[src/hw/energy_pkg.sv]
/*
 * Constants, field layout and state codes of the energy-sense power
 * control block. Assumes a 20 MHz system clock.
 */
package energy_pkg;

    localparam int REG_ADDR_W = 5;
    localparam int REG_DATA_W = 16;
    localparam logic [4:0] ENERGY_SENSE_CONTROL_ADDR = 5'h1d;

    // field positions
    localparam int BIT_ALLOW = 15;
    localparam int BIT_AUTO_WAKE = 14;
    localparam int BIT_AUTO_SLEEP = 13;
    localparam int BIT_MANUAL = 12;
    localparam int BIT_SINGLE = 11;
    localparam int BIT_PWR_STATE = 10;
    localparam int BIT_ERR_HIT = 9;
    localparam int BIT_DATA_HIT = 8;
    localparam int ERR_THR_LSB = 4;
    localparam int DATA_THR_LSB = 0;
    localparam int THR_W = 4;

    // reset values
    localparam logic RST_ALLOW = 1'h0;
    localparam logic RST_AUTO_WAKE = 1'h1;
    localparam logic RST_AUTO_SLEEP = 1'h1;
    localparam logic RST_SINGLE = 1'h0;
    localparam logic [THR_W-1:0] RST_THR = 4'h1;

    // detect pulse burst
    localparam logic [2:0] BURST_PULSES = 3'h4;
    localparam logic [2:0] SINGLE_PULSES = 3'h1;
    localparam logic [3:0] PULSE_GAP_CYCLES = 4'h8;

    // quiet time before the event counters are zeroed
    localparam int unsigned QUIET_TIME_MS = 2000;
    localparam int unsigned CLK_PERIOD_NS = 50;
    localparam int unsigned QUIET_CYCLES =
        (QUIET_TIME_MS * 32'd1_000_000) / CLK_PERIOD_NS;
    localparam int QUIET_W = 26;

    typedef enum logic [1:0]
    {
        PWR_DOWN = 2'h0,
        PWR_WAKE = 2'h1,
        PWR_UP = 2'h3,
        PWR_SLEEP = 2'h2
    } power_state_t;

    // saturating increment of an event count
    function automatic logic [THR_W-1:0] sat_inc(
        input logic [THR_W-1:0] cnt
    );
        sat_inc = (&cnt) ? cnt : cnt + 4'h1;
    endfunction

endpackage

[src/hw/pulse_burst.sv]
/*
 * Emits a burst of energy-detect data pulses, or a single pulse.
 * Assumes i_start is a one-cycle pulse issued while the burst is idle.
 */
`timescale 1ns/1ns
module pulse_burst
(
    input wire logic i_sys_clk,
    input wire logic i_reset_n,
    input wire logic i_start,
    input wire logic i_single,
    input wire logic i_abort,
    output logic o_pulse,
    output logic o_busy
);
    import energy_pkg::*;

    logic active_ff, nxt_active;
    logic [2:0] left_ff, nxt_left;
    logic [3:0] gap_ff, nxt_gap;
    logic pulse_ff, nxt_pulse;
    logic [2:0] sent_ff, nxt_sent;
    logic [2:0] want_ff, nxt_want;

    always_comb
    begin
        nxt_active = active_ff;
        nxt_left = left_ff;
        nxt_gap = gap_ff;
        nxt_pulse = 1'h0;
        nxt_sent = sent_ff;
        nxt_want = want_ff;
        if (i_abort)
        begin
            nxt_active = 1'h0;
        end
        else if (i_start)
        begin
            nxt_active = 1'h1;
            nxt_left = i_single ? SINGLE_PULSES : BURST_PULSES;
            nxt_want = i_single ? SINGLE_PULSES : BURST_PULSES;
            nxt_gap = 4'h0;
            nxt_sent = 3'h0;
        end
        else if (active_ff && gap_ff == 4'h0)
        begin
            nxt_pulse = 1'h1;
            nxt_sent = sent_ff + 3'h1;
            nxt_left = left_ff - 3'h1;
            nxt_gap = PULSE_GAP_CYCLES;
            nxt_active = (left_ff != 3'h1);
        end
        else if (active_ff)
        begin
            nxt_gap = gap_ff - 4'h1;
        end
    end

    always_ff @(posedge i_sys_clk or negedge i_reset_n)
    begin
        if (!i_reset_n)
        begin
            active_ff <= 1'h0;
            left_ff <= 3'h0;
            gap_ff <= 4'h0;
            pulse_ff <= 1'h0;
            sent_ff <= 3'h0;
            want_ff <= 3'h0;
        end
        else
        begin
            active_ff <= nxt_active;
            left_ff <= nxt_left;
            gap_ff <= nxt_gap;
            pulse_ff <= nxt_pulse;
            sent_ff <= nxt_sent;
            want_ff <= nxt_want;
        end
    end

    assign o_pulse = pulse_ff;
    assign o_busy = active_ff | i_start;
endmodule

[src/hw/line_energy_power_control.sv]
/*
 * Energy-detect power control: control register, event counters,
 * power state sequencing and detect pulse launch.
 * Assumes register strobes come already decoded from the management
 * interface, and line events arrive as one-cycle pulses synchronous
 * to i_sys_clk.
 */
`timescale 1ns/1ns
module line_energy_power_control
#(
    parameter int unsigned P_QUIET_CYCLES = energy_pkg::QUIET_CYCLES
)
(
    input wire logic i_sys_clk,
    input wire logic i_reset_n,
    input wire logic [energy_pkg::REG_ADDR_W-1:0] i_reg_addr,
    input wire logic i_reg_wr,
    input wire logic i_reg_rd,
    input wire logic [energy_pkg::REG_DATA_W-1:0] i_reg_wdata,
    output logic [energy_pkg::REG_DATA_W-1:0] o_reg_rdata,
    input wire logic i_data_event,
    input wire logic i_error_event,
    input wire logic i_line_energy,
    output logic o_power_up,
    output logic o_energy_pulse
);
    import energy_pkg::*;

    logic wr_hit, rd_hit;
    logic allow_ff, nxt_allow;
    logic auto_wake_ff, nxt_auto_wake;
    logic auto_sleep_ff, nxt_auto_sleep;
    logic single_ff, nxt_single;
    logic [THR_W-1:0] err_thr_ff, nxt_err_thr;
    logic [THR_W-1:0] data_thr_ff, nxt_data_thr;
    logic [THR_W-1:0] data_cnt_ff, nxt_data_cnt;
    logic [THR_W-1:0] err_cnt_ff, nxt_err_cnt;
    logic [QUIET_W-1:0] quiet_ff, nxt_quiet;
    logic data_hit_ff, nxt_data_hit;
    logic err_hit_ff, nxt_err_hit;
    logic [THR_W-1:0] data_next, err_next;
    logic data_reach, err_reach, quiet_done;
    power_state_t state_ff, nxt_state;
    logic pwr_ff, nxt_pwr;
    logic man_req, burst_start, burst_abort, burst_busy;
    logic [REG_DATA_W-1:0] rdata_ff, nxt_rdata;

    assign wr_hit = i_reg_wr && (i_reg_addr == ENERGY_SENSE_CONTROL_ADDR);
    assign rd_hit = i_reg_rd && (i_reg_addr == ENERGY_SENSE_CONTROL_ADDR);

    // control fields
    always_comb
    begin
        nxt_allow = allow_ff;
        nxt_auto_wake = auto_wake_ff;
        nxt_auto_sleep = auto_sleep_ff;
        nxt_single = single_ff;
        nxt_err_thr = err_thr_ff;
        nxt_data_thr = data_thr_ff;
        if (wr_hit)
        begin
            nxt_allow = i_reg_wdata[BIT_ALLOW];
            nxt_auto_wake = i_reg_wdata[BIT_AUTO_WAKE];
            nxt_auto_sleep = i_reg_wdata[BIT_AUTO_SLEEP];
            nxt_single = i_reg_wdata[BIT_SINGLE];
            nxt_err_thr = i_reg_wdata[ERR_THR_LSB +: THR_W];
            nxt_data_thr = i_reg_wdata[DATA_THR_LSB +: THR_W];
        end
    end

    always_ff @(posedge i_sys_clk or negedge i_reset_n)
    begin
        if (!i_reset_n)
        begin
            allow_ff <= RST_ALLOW;
            auto_wake_ff <= RST_AUTO_WAKE;
            auto_sleep_ff <= RST_AUTO_SLEEP;
            single_ff <= RST_SINGLE;
            err_thr_ff <= RST_THR;
            data_thr_ff <= RST_THR;
        end
        else
        begin
            allow_ff <= nxt_allow;
            auto_wake_ff <= nxt_auto_wake;
            auto_sleep_ff <= nxt_auto_sleep;
            single_ff <= nxt_single;
            err_thr_ff <= nxt_err_thr;
            data_thr_ff <= nxt_data_thr;
        end
    end

    // event counting against thresholds
    assign data_next = sat_inc(data_cnt_ff);
    assign err_next = sat_inc(err_cnt_ff);
    assign data_reach = allow_ff && i_data_event
        && (data_next >= data_thr_ff);
    assign err_reach = allow_ff && i_error_event
        && (err_next >= err_thr_ff);
    assign quiet_done = (quiet_ff == QUIET_W'(P_QUIET_CYCLES - 1));

    always_comb
    begin
        nxt_data_cnt = data_cnt_ff;
        nxt_err_cnt = err_cnt_ff;
        nxt_quiet = quiet_ff;
        nxt_data_hit = data_hit_ff;
        nxt_err_hit = err_hit_ff;
        if (!allow_ff)
        begin
            nxt_data_cnt = '0;
            nxt_err_cnt = '0;
            nxt_quiet = '0;
            nxt_data_hit = 1'h0;
            nxt_err_hit = 1'h0;
        end
        else
        begin
            if (i_data_event)
            begin
                nxt_data_cnt = data_next;
                nxt_quiet = '0;
            end
            else if (quiet_done)
            begin
                nxt_data_cnt = '0;
                nxt_err_cnt = '0;
                nxt_quiet = '0;
            end
            else
            begin
                nxt_quiet = quiet_ff + QUIET_W'(1);
            end
            if (i_error_event)
            begin
                nxt_err_cnt = (quiet_done && !i_data_event)
                    ? THR_W'(1) : err_next;
            end
            // read clears, a new hit in the same cycle wins
            if (rd_hit)
            begin
                nxt_data_hit = 1'h0;
                nxt_err_hit = 1'h0;
            end
            if (data_reach)
            begin
                nxt_data_hit = 1'h1;
            end
            if (err_reach)
            begin
                nxt_err_hit = 1'h1;
            end
        end
    end

    always_ff @(posedge i_sys_clk or negedge i_reset_n)
    begin
        if (!i_reset_n)
        begin
            data_cnt_ff <= '0;
            err_cnt_ff <= '0;
            quiet_ff <= '0;
            data_hit_ff <= 1'h0;
            err_hit_ff <= 1'h0;
        end
        else
        begin
            data_cnt_ff <= nxt_data_cnt;
            err_cnt_ff <= nxt_err_cnt;
            quiet_ff <= nxt_quiet;
            data_hit_ff <= nxt_data_hit;
            err_hit_ff <= nxt_err_hit;
        end
    end

    // power state sequencing; error hits take no action
    assign man_req = wr_hit && i_reg_wdata[BIT_MANUAL] && allow_ff;

    always_comb
    begin
        nxt_state = state_ff;
        burst_start = 1'h0;
        if (!allow_ff)
        begin
            nxt_state = PWR_DOWN;
        end
        else
        begin
            unique case (state_ff)
                PWR_DOWN:
                begin
                    if (man_req || (auto_wake_ff && data_reach))
                    begin
                        nxt_state = PWR_WAKE;
                        burst_start = 1'h1;
                    end
                end
                PWR_WAKE:
                begin
                    if (man_req)
                    begin
                        nxt_state = PWR_SLEEP;
                    end
                    else if (!burst_busy)
                    begin
                        nxt_state = PWR_UP;
                    end
                end
                PWR_UP:
                begin
                    if (man_req || (auto_sleep_ff && !i_line_energy))
                    begin
                        nxt_state = PWR_SLEEP;
                    end
                end
                PWR_SLEEP:
                begin
                    if (man_req)
                    begin
                        nxt_state = PWR_WAKE;
                        burst_start = 1'h1;
                    end
                    else
                    begin
                        nxt_state = PWR_DOWN;
                    end
                end
            endcase
        end
        nxt_pwr = (nxt_state == PWR_WAKE) || (nxt_state == PWR_UP);
    end

    always_ff @(posedge i_sys_clk or negedge i_reset_n)
    begin
        if (!i_reset_n)
        begin
            state_ff <= PWR_DOWN;
            pwr_ff <= 1'h0;
        end
        else
        begin
            state_ff <= nxt_state;
            pwr_ff <= nxt_pwr;
        end
    end

    assign burst_abort = !allow_ff || (state_ff == PWR_WAKE && man_req);

    pulse_burst u_pulse_burst
    (
        .i_sys_clk(i_sys_clk),
        .i_reset_n(i_reset_n),
        .i_start(burst_start),
        .i_single(single_ff),
        .i_abort(burst_abort),
        .o_pulse(o_energy_pulse),
        .o_busy(burst_busy)
    );

    // register read; manual bit always reads zero
    always_comb
    begin
        nxt_rdata = rdata_ff;
        if (i_reg_rd)
        begin
            nxt_rdata = '0;
            if (rd_hit)
            begin
                nxt_rdata[BIT_ALLOW] = allow_ff;
                nxt_rdata[BIT_AUTO_WAKE] = auto_wake_ff;
                nxt_rdata[BIT_AUTO_SLEEP] = auto_sleep_ff;
                nxt_rdata[BIT_SINGLE] = single_ff;
                nxt_rdata[BIT_PWR_STATE] = pwr_ff;
                nxt_rdata[BIT_ERR_HIT] = err_hit_ff;
                nxt_rdata[BIT_DATA_HIT] = data_hit_ff;
                nxt_rdata[ERR_THR_LSB +: THR_W] = err_thr_ff;
                nxt_rdata[DATA_THR_LSB +: THR_W] = data_thr_ff;
            end
        end
    end

    always_ff @(posedge i_sys_clk or negedge i_reset_n)
    begin
        if (!i_reset_n)
        begin
            rdata_ff <= '0;
        end
        else
        begin
            rdata_ff <= nxt_rdata;
        end
    end

    assign o_reg_rdata = rdata_ff;
    assign o_power_up = pwr_ff;
endmodule

[config.mk]
export PLATFORM = sky130hd
export DESIGN_NAME = line_energy_power_control
export DESIGN_NICKNAME = d
export VERILOG_FILES = /design/src/hw/energy_pkg.sv /design/src/hw/pulse_burst.sv /design/src/hw/line_energy_power_control.sv
export SDC_FILE = /design/constraint.sdc
export NUM_CORES = 1
export LEC_CHECK = 0
export BUFFER_PORTS_ARGS = -buffer_cell sky130_fd_sc_hd__buf_4
export CORE_UTILIZATION = 45
export CTS_BUF_LIST = sky130_fd_sc_hd__clkbuf_8 sky130_fd_sc_hd__clkbuf_16
export CTS_CLUSTER_DIAMETER = 200
export DETAILED_ROUTE_END_ITERATION = 10
export GPL_ROUTABILITY_DRIVEN = 0
export PLACE_DENSITY = 0.66
export SYNTH_ARGS = -nofsm -noshare
export SYNTH_HDL_FRONTEND = slang
export SYNTH_SLANG_ARGS = --single-unit
[constraint.sdc]
create_clock -name i_sys_clk -period 2.9 [get_ports i_sys_clk]
set_input_delay 0.29 -clock i_sys_clk [delete_from_list [all_inputs] [get_ports i_sys_clk]]
set_output_delay 0.29 -clock i_sys_clk [all_outputs]
set_load 0.005 [all_outputs]
== Word-level counts from Yosys, hierarchy flattened ==
Index checks and enable logic that the tools add are counted.

* $lt $le $gt $ge: 2
* Add/subtract/negate cells: 5
* Eq/ne operators: 13
* Reductions and logical operators: 30
* Mux-type cells: 42
* Bitwise gates (word level): 2

{| class="wikitable"
|+ Operators by type and width
! operator !! number
|-
| $mux 26 || 3
|-
| $mux 4 || 12
|-
| $add 26x1->26 const B || 1
|-
| $eq 26x26->1 const B || 1
|-
| $mux 1 || 15
|-
| $logic_and 1x1->1 || 13
|-
| $mux 12 || 1
|-
| $mux 3 || 4
|-
| $ne 3x2->1 const B || 4
|-
| $mux 2 || 5
|-
| $add 4x1->4 const B || 2
|-
| $ge 4x4->1 || 2
|-
| $pmux 2 s4 || 1
|-
| $reduce_and 4->1 || 2
|-
| $eq 2x2->1 const B || 3
|-
| $reduce_and 2->1 || 3
|-
| $reduce_bool 3->1 || 2
|-
| $eq 5x5->1 const B || 1
|-
| $eq 2x1->1 const B || 2
|-
| $logic_not 4->1 || 1
|-
| $logic_or 1x1->1 || 4
|-
| $sub 4x1->4 const B || 1
|-
| $logic_not 1->1 || 3
|-
| $ne 3x1->1 const B || 1
|-
| 7 further kinds || 7
|}

* Register bits after elaboration: 75
* Bits of input ports: 28

== Depth between registers and ports, before layout ==
Gate-level depths: netlist (run 1).

* Word-level depth: 16
* Gate-level depth with buffers: 11
* Depth with buffers taken out: 11

== Modules after synthesis ==
A second synthesis (run 1) with hierarchy kept.

* Cells, all modules: 357
* Area, all modules: 3697.3 sq um

{| class="wikitable"
|+ Modules (own cells, without submodules)
! module !! area an instance (sq um) !! cells an instance !! seq. area each (sq um) !! instances
|-
| line_energy_power_control || 3168.0 || 301 || 1631.6 || 1
|-
| pulse_burst || 529.3 || 56 || 225.2 || 1
|}

== Worst setup path before layout (run 1) ==
No wires, ideal clock.

* Kind: register to register
* From: reg data_cnt_ff[0]
* To: reg u_pulse_burst.left_ff[1]
* Data arrival time: 2488 ps
* Setup slack: 282 ps
* Cell stages (with the launch flop): 10
* Path buffers: 0
* Data required time: 2770 ps
* Setup time: 130 ps
* Cells stage by stage: dfrtp_1 ha_1 nand3_1 mux2_2 ha_1 a21oi_1 a2111oi_0 o21ai_1 a21oi_1 o32ai_1

* Word-level cells in the longest chain between the ends: 11
* Elaborated cells on any way between the ends: 13
* Those cells by class: add/sub: 1; order compare: 1; mux: 5; reduce/logical: 6

{| class="wikitable"
|+ Ends and longest elaborated chain
! what !! line !! RTL
|-
| start: declaration || line_energy_power_control.sv:36 || <nowiki>logic [THR_W-1:0] data_cnt_ff, nxt_data_cnt;</nowiki>
|-
| start signal: assignment || line_energy_power_control.sv:168 || <nowiki>data_cnt_ff <= nxt_data_cnt;</nowiki>
|-
| $add 4x1->4 or $reduce_and 4->1 (tied branches) || energy_pkg.sv:55 || <nowiki>sat_inc = (&cnt) ? cnt : cnt + 4'h1;</nowiki>
|-
| $mux 4 * || energy_pkg.sv:55 ||
|-
| $ge 4x4->1 * || line_energy_power_control.sv:97 || <nowiki>&& (data_next >= data_thr_ff);</nowiki>
|-
| $logic_and 1x1->1 * || line_energy_power_control.sv:97 ||
|-
| $logic_and 1x1->1 * || line_energy_power_control.sv:192 || <nowiki>if (man_req || (auto_wake_ff && data_reach))</nowiki>
|-
| $logic_or 1x1->1 * || line_energy_power_control.sv:192 ||
|-
| $mux 1 * || line_energy_power_control.sv:192 ||
|-
| $pmux 1 s2 * || line_energy_power_control.sv:189 || <nowiki>unique case (state_ff)</nowiki>
|-
| $mux 1 * || line_energy_power_control.sv:183 || <nowiki>if (!allow_ff)</nowiki>
|-
| $reduce_bool 2->1 (no line) || - ||
|-
| $reduce_and 2->1 (no line) || - ||
|-
| end signal: assignment || pulse_burst.sv:73 || <nowiki>left_ff <= nxt_left;</nowiki>
|-
| end: declaration || pulse_burst.sv:19 || <nowiki>logic [2:0] left_ff, nxt_left;</nowiki>
|}

Mark *: on every way between the ends. The rest lies on a longest branch, timed or not.
A chain may end at the register's enable or synchronous reset.

== Worst setup path in the final report (run 1) ==
* From: reg data_cnt_ff[1]
* To: reg u_pulse_burst.gap_ff[0]

* Word-level cells in the longest chain between the ends: 11
* Elaborated cells on any way between the ends: 13
* Those cells by class: add/sub: 1; order compare: 1; mux: 5; reduce/logical: 6

{| class="wikitable"
|+ Ends and longest elaborated chain
! what !! line !! RTL
|-
| $add 4x1->4 or $reduce_and 4->1 (tied branches) || energy_pkg.sv:55 ||
|-
| $mux 4 * || energy_pkg.sv:55 ||
|-
| $ge 4x4->1 * || line_energy_power_control.sv:97 ||
|-
| $logic_and 1x1->1 * || line_energy_power_control.sv:97 ||
|-
| $logic_and 1x1->1 * || line_energy_power_control.sv:192 ||
|-
| $logic_or 1x1->1 * || line_energy_power_control.sv:192 ||
|-
| $mux 1 * || line_energy_power_control.sv:192 ||
|-
| $pmux 1 s2 * || line_energy_power_control.sv:189 ||
|-
| $mux 1 * || line_energy_power_control.sv:183 ||
|-
| $reduce_bool 3->1 (no line) || - ||
|-
| $reduce_and 2->1 (no line) || - ||
|-
| end signal: assignment || pulse_burst.sv:74 || <nowiki>gap_ff <= nxt_gap;</nowiki>
|-
| end: declaration || pulse_burst.sv:20 || <nowiki>logic [3:0] gap_ff, nxt_gap;</nowiki>
|}

Marks and branches as above.

==> results of run 1 <==
[cells in the mapped netlist (4+ instances only)]
cell type and count:
sky130_fd_sc_hd__a21oi_1 15, sky130_fd_sc_hd__a31oi_1 4, sky130_fd_sc_hd__and3_1 5, sky130_fd_sc_hd__clkbuf_1 6
sky130_fd_sc_hd__dfrtp_1 70, sky130_fd_sc_hd__dfstp_2 4, sky130_fd_sc_hd__ha_1 14, sky130_fd_sc_hd__inv_1 36
sky130_fd_sc_hd__mux2_2 14, sky130_fd_sc_hd__mux2i_1 4, sky130_fd_sc_hd__nand2_1 26, sky130_fd_sc_hd__nand3_1 33
sky130_fd_sc_hd__nand4_1 9, sky130_fd_sc_hd__nor2_1 53, sky130_fd_sc_hd__nor3_1 6, sky130_fd_sc_hd__o21ai_0 21
sky130_fd_sc_hd__xnor2_1 7, sky130_fd_sc_hd__xor2_1 19
[registers in the layout, summed over array words and instances, names as in the netlist, 3 cells and up]
name and cells:
data_thr_ff 4, err_thr_ff 4, u_pulse_burst.left_ff 3, o_reg_rdata 15, err_cnt_ff 4, data_cnt_ff 4, u_pulse_burst.gap_ff 4, quiet_ff 26
[critical path: stages (launching register included)]
cell and delay (ps):
sky130_fd_sc_hd__dfrtp_1 410, sky130_fd_sc_hd__ha_1 240, sky130_fd_sc_hd__nand3_2 120, sky130_fd_sc_hd__mux2_2 360, sky130_fd_sc_hd__ha_1 290, sky130_fd_sc_hd__a21oi_2 140, sky130_fd_sc_hd__a2111oi_1 90, sky130_fd_sc_hd__buf_4 150
sky130_fd_sc_hd__or3_4 410, sky130_fd_sc_hd__or3_1 340, sky130_fd_sc_hd__o21ai_0 70
[where the power goes]
part	total [uW]	internal, uW	switching, uW
Combinational	271	125	146
Sequential	1160	1100	60.3
Clock	806	415	391
[cells by family after synthesis]
kind of cell / count (synthesis)
muxes: 18
buffers and inverters: 51
other: 1
and+or+nand+nor: 152
DFF: 74
xor gates and xnor gates: 26
AOI/OAI and AO/OA: 54
adders and majority gates: 14
[layout make-up]
cell class / count / area [sq um] / area share [%]
clock buffer: 10 / 138 / 3.17
clock inverter: 6 / 58.8 / 1.35
inverter: 37 / 139 / 3.20
multi-input combinational: 265 / 1680 / 38.6
sequential: 74 / 1860 / 42.8
tap: 102 / 128 / 2.94
timing repair buffer: 46 / 345 / 7.95
[what timing repair did]
item,in CTS,in global routing
gates resized for setup,0,5
setup endpoints to repair,0,5
hold buffers,0,0
endpoints found under the hold margin,0,0
[final timing paths]
kind | startpoint | endpoint | slack (ps)
max in group asynchronous | i_reset_n | quiet_ff[23]$_DFF_PN0_ | 2260
max reg2reg | data_cnt_ff[1]$_DFFE_PN0P_ | u_pulse_burst.gap_ff[0]$_DFFE_PN0P_ | 190
max | data_cnt_ff[1]$_DFFE_PN0P_ | u_pulse_burst.gap_ff[0]$_DFFE_PN0P_ | 190
min reg2reg | quiet_ff[0]$_DFF_PN0_ | quiet_ff[0]$_DFF_PN0_ | 510
min in group i_sys_clk | i_reg_wdata[2] | data_thr_ff[2]$_DFFE_PN0P_ | 150
min | i_reset_n | u_pulse_burst.gap_ff[3]$_DFFE_PN0P_ | 50
[placed cells by master (no fill, tap or decap), drive strengths merged, types with 10 or more instances in the layout]
master  count
clkbuf     10
xor2       19
ha         14
mux2       14
a21oi      15
nand3      35
inv        37
nor2       53
buf        46
dfrtp      70
nand2      26
o21ai      23
[routing by layer]
metal  global-route usage, %  vias up  routed length (um)
li1                        -     1405                   -
met1                    25.0     1401                3550
met2                    30.5       30                3620
met3                    3.09       13                 206
met4                    9.23        0                 154
met5                       0        -                   0
[through the flow]
step	setup WS, ps	std cells	total power [uW]
2_1_floorplan	282	390	1340
3_3_place_gp	143	524	1430
3_5_place_dp	87.5	524	1450
4_1_cts	57.0	540	2250
5_1_grt	21.1	540	2350
6_report	194	540	2240
==> metrics list, run 1 <==
- Die Outline Area: 8660 sq um
- The worst path uses 93.3% of the clock period.
- Summed over all instances, the cell type with the most area after synthesis is sky130_fd_sc_hd__dfrtp_1.
* Pin count of the biggest net entering global routing: 75
- Instance count of the mapped netlist: 390
- Critical Path RT: 3180 ps
* Adder and majority gate portion of the synthesized area: 4.69%
* Syn_area_per_cell: 9.57 sq um
- In this run the remaining antenna-violating nets after routing total 0.
* Arrival time worst endpoint: 2990 ps
- Endpoint type of the worst setup path: register
- TritonCTS built the clock tree.
- Share of final-layout standard cells stronger than drive strength 1: 20.5%
- Global-route usage over all layers: 19.0%
* Sequential-to-total area share from yosys stat: 49.7%
- In the routed design, unresolved DRC markers number 0.
- Clock-pin slew was measured on the worst setup and hold paths at 80 ps.
- Area overhead of the layout relative to synthesis: 16.4%
- Power per cell area: 515 nW/um^2
* Netlist area before placement: 3730 sq um
- Post-CTS setup buffers: 0
- Count of state elements after synthesis: 74
- Across the routed clock network, the largest skew measured is 15.0 ps.
- The synthesized netlist devotes 6.10% of its cell area to XOR and XNOR gates.
* Simple-gate share of the synthesized area: 19.9%
* Highest ir drop seen on vdd: 0.238 mV
* Run status: finished, final reports clean
- Detail-routed via count per cell: 5.28
* Die height: 93.1 um
* Critical-path maximum fanout: 5
- The worst pin sits at a relative slew slack of 40.5%.
- Initial antenna violation count: 0
* Number of failing setup endpoints in the final timing report: 0
* Cell area after layout: 4340 sq um
* Deepest level of the CTS H-tree: 3
- The first detailed-routing pass ran for 4 iterations.
- Critical Path Source Type: register
* CP Class: register to register
- After detailed routing, the total wire length is 7530 um.
* Accumulated negative setup slack: 0 ps
- By area the synthesized netlist is led by sky130_fd_sc_hd__dfrtp_1 47%, sky130_fd_sc_hd__nor2_1 5.3%, sky130_fd_sc_hd__ha_1 4.7%, sky130_fd_sc_hd__xor2_1 4.5%, sky130_fd_sc_hd__nand3_1 4.4%.
- The number of nets in the synthesized netlist is 432.
- For the worst-skew pair, the clock arrives at the later sink with an insertion delay of 360 ps.
* Min-Delay Path Class: input pin to async pin
- Hold Vio Cnt, Final: 0
- The share of synthesized area in the top cell type comes to 46.9%.
- TritonCTS buffer count: 9
- 0 antenna diodes ended up in the layout.
- Core Area: 7890 sq um
- By area, the combinational part of the netlist is dominated by simple AND/OR/NAND/NOR gates.
* Detailed Place HPWL: 5190 um
- Predominant post-synthesis flop cell: sky130_fd_sc_hd__dfrtp_1
* Via count of the first global-routing pass: 2768
- 46 I/O pins were placed.
- At the end of the flow, the number of nets in the layout was 475.
- Average routed wire per standard cell: 13.9 um
* Proportion of register bits with asynchronous set or reset after synthesis: 100%
* Max-cap viol count: 0
- After the first detailed-routing iteration, the DRC count stood at 121.
- Yosys mapped a number of flops with a built-in enable equal to 0.
- Subtracting the final worst setup slack from the clock period gives 2710 ps.
- The layout has 683 filler cells.
- Starting Density: 47.3%
- Summing the areas of all compound-gate instances in the mapped netlist gives 8.25% of the synthesized area.
- Smallest hold slack: 51.4 ps
* Transition time at the pin with the least slew margin: 893 ps
- After floorplanning, the core was divided into 32 placement rows.
- Area of placed instances: 4120 sq um
- Static timing analysis puts the maximum clock frequency at 369 MHz.
- After synthesis, the share of cell area in mux cells is 5.30%.
* Setup repair after global routing missed its margin: false
* Yosys synthesis warning count: 0
- During placement, the flow inserted port buffers numbering 41.
- The total overflow left after global routing is 0.
* Global-route wire length before repair: 12800 um
- Clock tree synthesis found a total of 74 sinks.
- Number of distinct standard cells referenced by the synthesized netlist: 46
- The tree is rooted in a sky130_fd_sc_hd__clkbuf_8.
- Number of pins with negative max-slew slack in the final report: 0
- The die is 93.1 um wide.
- Measured on the finished design, the core utilization comes to 55.1%.
- Counting cells, the worst reg-to-reg path comes to 10.
- The clock passes through at most 2 buffers.
* Vias after detailed routing: 2849
- Leakage power of the design: 0.00198 uW
Power figures use the tool's default switching activity.
==> inputs of run 2 (changes only) <==
--- a/config.mk
+++ b/config.mk
@@ -11,7 +11,7 @@
 export CTS_CLUSTER_DIAMETER = 200
 export DETAILED_ROUTE_END_ITERATION = 10
 export GPL_ROUTABILITY_DRIVEN = 0
-export PLACE_DENSITY = 0.66
+export PLACE_DENSITY = 0.75
 export SYNTH_ARGS = -nofsm -noshare
 export SYNTH_HDL_FRONTEND = slang
 export SYNTH_SLANG_ARGS = --single-unit
==> constraint.sdc (replaced) <==
create_clock -name i_sys_clk -period 2.5 [get_ports i_sys_clk]
set_input_delay 0.25 -clock i_sys_clk [delete_from_list [all_inputs] [get_ports i_sys_clk]]
set_output_delay 0.25 -clock i_sys_clk [all_outputs]
set_load 0.005 [all_outputs]
==> run 2 against run 1 <==
Net effect: wire length rose by 1.3%; total power up 29%; clock skew fell by 0.63 ps; critical endpoint is now u_pulse_burst.gap_ff[1]$_DFFE_PN0P_; largest cell class unchanged; sequential power grew 16%; non-clock buffer count is 8 higher; cell count increased by 1.5%; register-to-register slack worse by 110 ps; critical path depth up 2; critical path type unchanged.
==> metrics list, run 2 (synthesized netlist as in run 1, its figures left out) <==
- Run status: finished, final reports clean (unchanged).
- The count of unresolved DRC violations after routing was 0 (unchanged).
* Leading cell type in the layout, fill and taps excluded: sky130_fd_sc_hd__dfrtp_1 (unchanged)
* Routed WL: 7630 um (was 7530 um)
- Critical Path Source Type: register (unchanged)
* Min-Delay Path Class: input pin to async pin (unchanged)
* Largest register by flop count: quiet_ff (unchanged)
- Max-cap viol count: 0 (unchanged)
- Die Outline Area: 8660 sq um (unchanged)
- The power per cell area is 632 nW/um^2 (was 515 nW/um^2).
- The number of antenna violations at the first check in global routing came to 0 (unchanged).
- Average routed wire per standard cell: 13.9 um (about the same)
- Final net count: 483 (was 475)
- The vertical die dimension came to 93.1 um (unchanged).
- The max-slew violation count is 0 (unchanged).
- Highest-count cells in the layout ignoring fill and taps: 70 x sky130_fd_sc_hd__dfrtp_1, 53 x sky130_fd_sc_hd__buf_4, 52 x sky130_fd_sc_hd__nor2_1 (was 70 x sky130_fd_sc_hd__dfrtp_1, 53 x sky130_fd_sc_hd__nor2_1, 46 x sky130_fd_sc_hd__buf_4)
- Area overhead of the layout relative to synthesis: 21.8% (was 16.4%)
- The remaining max-slew budget at the tightest pin is 39.4% (was 40.5%).
* Leakage power of the design: 0.00205 uW (was 0.00198 uW)
- The total clock sinks was 74 (unchanged).
* Min cycle time layout: 2410 ps (was 2710 ps)
- Pin count of the biggest net entering global routing: 75 (unchanged)
* Detailed Place HPWL: 5190 um (about the same)
- The CTS H-tree depth was 3 (unchanged).
- The iteration count of the initial detailed-routing pass came to 4 (unchanged).
- The number of global-route vias before repair came to 2930 (was 2768).
- The number of I/O port buffers was 41 (unchanged).
- The number of filler cells placed in the layout came to 666 (was 683).
- The clock latency of the later-clocked register in the worst-skew pair was 350 ps (was 360 ps).
* Core Area: 7890 sq um (unchanged)
* Global-route usage over all layers: 19.3% (was 19.0%)
- CTS hold repair buffers: 0 (unchanged)
* Hold Vio Cnt, Final: 0 (unchanged)
- Antenna cells: 0 (unchanged)
- Smallest hold slack: 4.61 ps (was 51.4 ps)
* Post-route total power: 2870 uW (was 2240 uW)
- The total setup violations reported at the end of the flow is 0 (unchanged).
* Depth of the worst register-to-register path: 12 (was 10)
* Arrival time worst endpoint: 2660 ps (was 2990 ps)
- The transition time at the pin with the least slew margin is 909 ps (was 893 ps).
- Vias after detailed routing: 2896 (was 2849)
- Master cell of the clock root buffer: sky130_fd_sc_hd__clkbuf_8 (unchanged)
- Detailed router's first-iteration violation count: 125 (was 121)
* Endpoint type of the worst setup path: register (unchanged)
- Final global-route overflow total: 0 (unchanged)
* Area of combinational cells with multiple inputs: 1760 sq um (was 1680 sq um)
* Critical-path maximum fanout: 4 (was 5)
- Starting Density: 47.3% (unchanged)
* Register clock-pin slew on the reported worst setup and hold paths: 80 ps (about the same)
- Number of buffers on the longest clock path: 2 (unchanged)
* Flip-flop count of the largest register, all copies and words added: 26 (unchanged)
- The number of buffers created by CTS is 9 (unchanged).
- The CTS tree is built (unchanged).
* Area of placed instances: 4180 sq um (was 4120 sq um)
- Fin util: 57.6% (was 55.1%)
- The final design area excluding fillers is 4550 sq um (was 4340 sq um).
- Final Skew: 14.4 ps (was 15.0 ps)
- Final Cycle Share: 96.5% (was 93.3%)
- The vias per cell was 5.28 (about the same).
- The first-pass GRT wire length is 13100 um (was 12800 um).
- The remaining antenna violation count after routing came to 0 (unchanged).
- Register cell area after layout: 1860 sq um (unchanged)
- The maximum VDD drop is 0.264 mV (was 0.238 mV).
- Chip Width: 93.1 um (unchanged)
* CP Class: register to register (unchanged)
- The layout cell share with drive strength beyond 1 was 24.7% (was 20.5%).
- Number of placement rows: 32 (unchanged)
- The achievable frequency was 414 MHz (was 369 MHz).
* IO Pins: 46 (unchanged)
- The required time at the endpoint of the critical path was 2750 ps (was 3180 ps).
-- run 2: metrics by stage --
step / std cells / setup slack, ps / TNS, ps
2_1_floorplan: 390 / 10.1 / 0
3_3_place_gp: 531 / -39.4 / -128
3_5_place_dp: 531 / -98.8 / -586
4_1_cts: 547 / 3.11 / 0
5_1_grt: 548 / -0.795 / -0.808
6_report: 548 / 87.1 / 0
-- run 2: path summary, 6_finish.rpt --
path	from	slack (ps)	endpoint
max	data_cnt_ff[1]$_DFFE_PN0P_	90	u_pulse_burst.gap_ff[1]$_DFFE_PN0P_
min	i_reset_n	5	u_pulse_burst.gap_ff[0]$_DFFE_PN0P_
max reg2reg	data_cnt_ff[1]$_DFFE_PN0P_	90	u_pulse_burst.gap_ff[1]$_DFFE_PN0P_
min reg2reg	data_hit_ff$_DFFE_PN0P_	520	o_reg_rdata[8]$_DFFE_PN0P_
max in group asynchronous	i_reset_n	1870	o_reg_rdata[6]$_DFFE_PN0P_
min in group i_sys_clk	i_reg_wdata[6]	130	err_thr_ff[2]$_DFFE_PN0P_
-- run 2: power breakdown --
| part | switching, uW | internal [uW] |
|---|---|---|
| clock | 452 | 694 |
| combinational | 199 | 185 |
| sequential | 68.4 | 1280 |
| total | 720 | 2150 |
-- run 2: layout make-up --
type	count	share of cell area, %
clock buffers	10	3.03
inverters	37	3.06
well taps	102	2.81
multi-input cells	265	38.8
flip-flops and latches	74	40.8
clock inverters	6	2.48
repair buffers	54	9.00
-- run 2: metal layers --
layer / vias up / global-route usage [%] / routed length (um)
li1: 1423 / - / -
met2: 49 / 31.1 / 3660
met5: - / 0 / 0
met4: 0 / 9.49 / 125
met3: 13 / 3.41 / 246
met1: 1411 / 25.0 / 3590
-- run 2: worst max-delay path: stages (launching register included) --
cell and delay [ps]:
sky130_fd_sc_hd__dfrtp_1 390, sky130_fd_sc_hd__ha_2 200, sky130_fd_sc_hd__buf_4 140, sky130_fd_sc_hd__nand2_1 60, sky130_fd_sc_hd__nor2_1 40, sky130_fd_sc_hd__nor2_1 130, sky130_fd_sc_hd__ha_1 250, sky130_fd_sc_hd__o21a_1 200
sky130_fd_sc_hd__nor2_4 150, sky130_fd_sc_hd__a2111oi_4 50, sky130_fd_sc_hd__or3_4 350, sky130_fd_sc_hd__buf_6 130, sky130_fd_sc_hd__o32ai_2 220
-- run 2: repair_timing --
item,4_1_cts,5_1_grt
pin swaps,0,12
buffers inserted,0,2
gates resized for setup,4,17
setup endpoints to repair,8,8
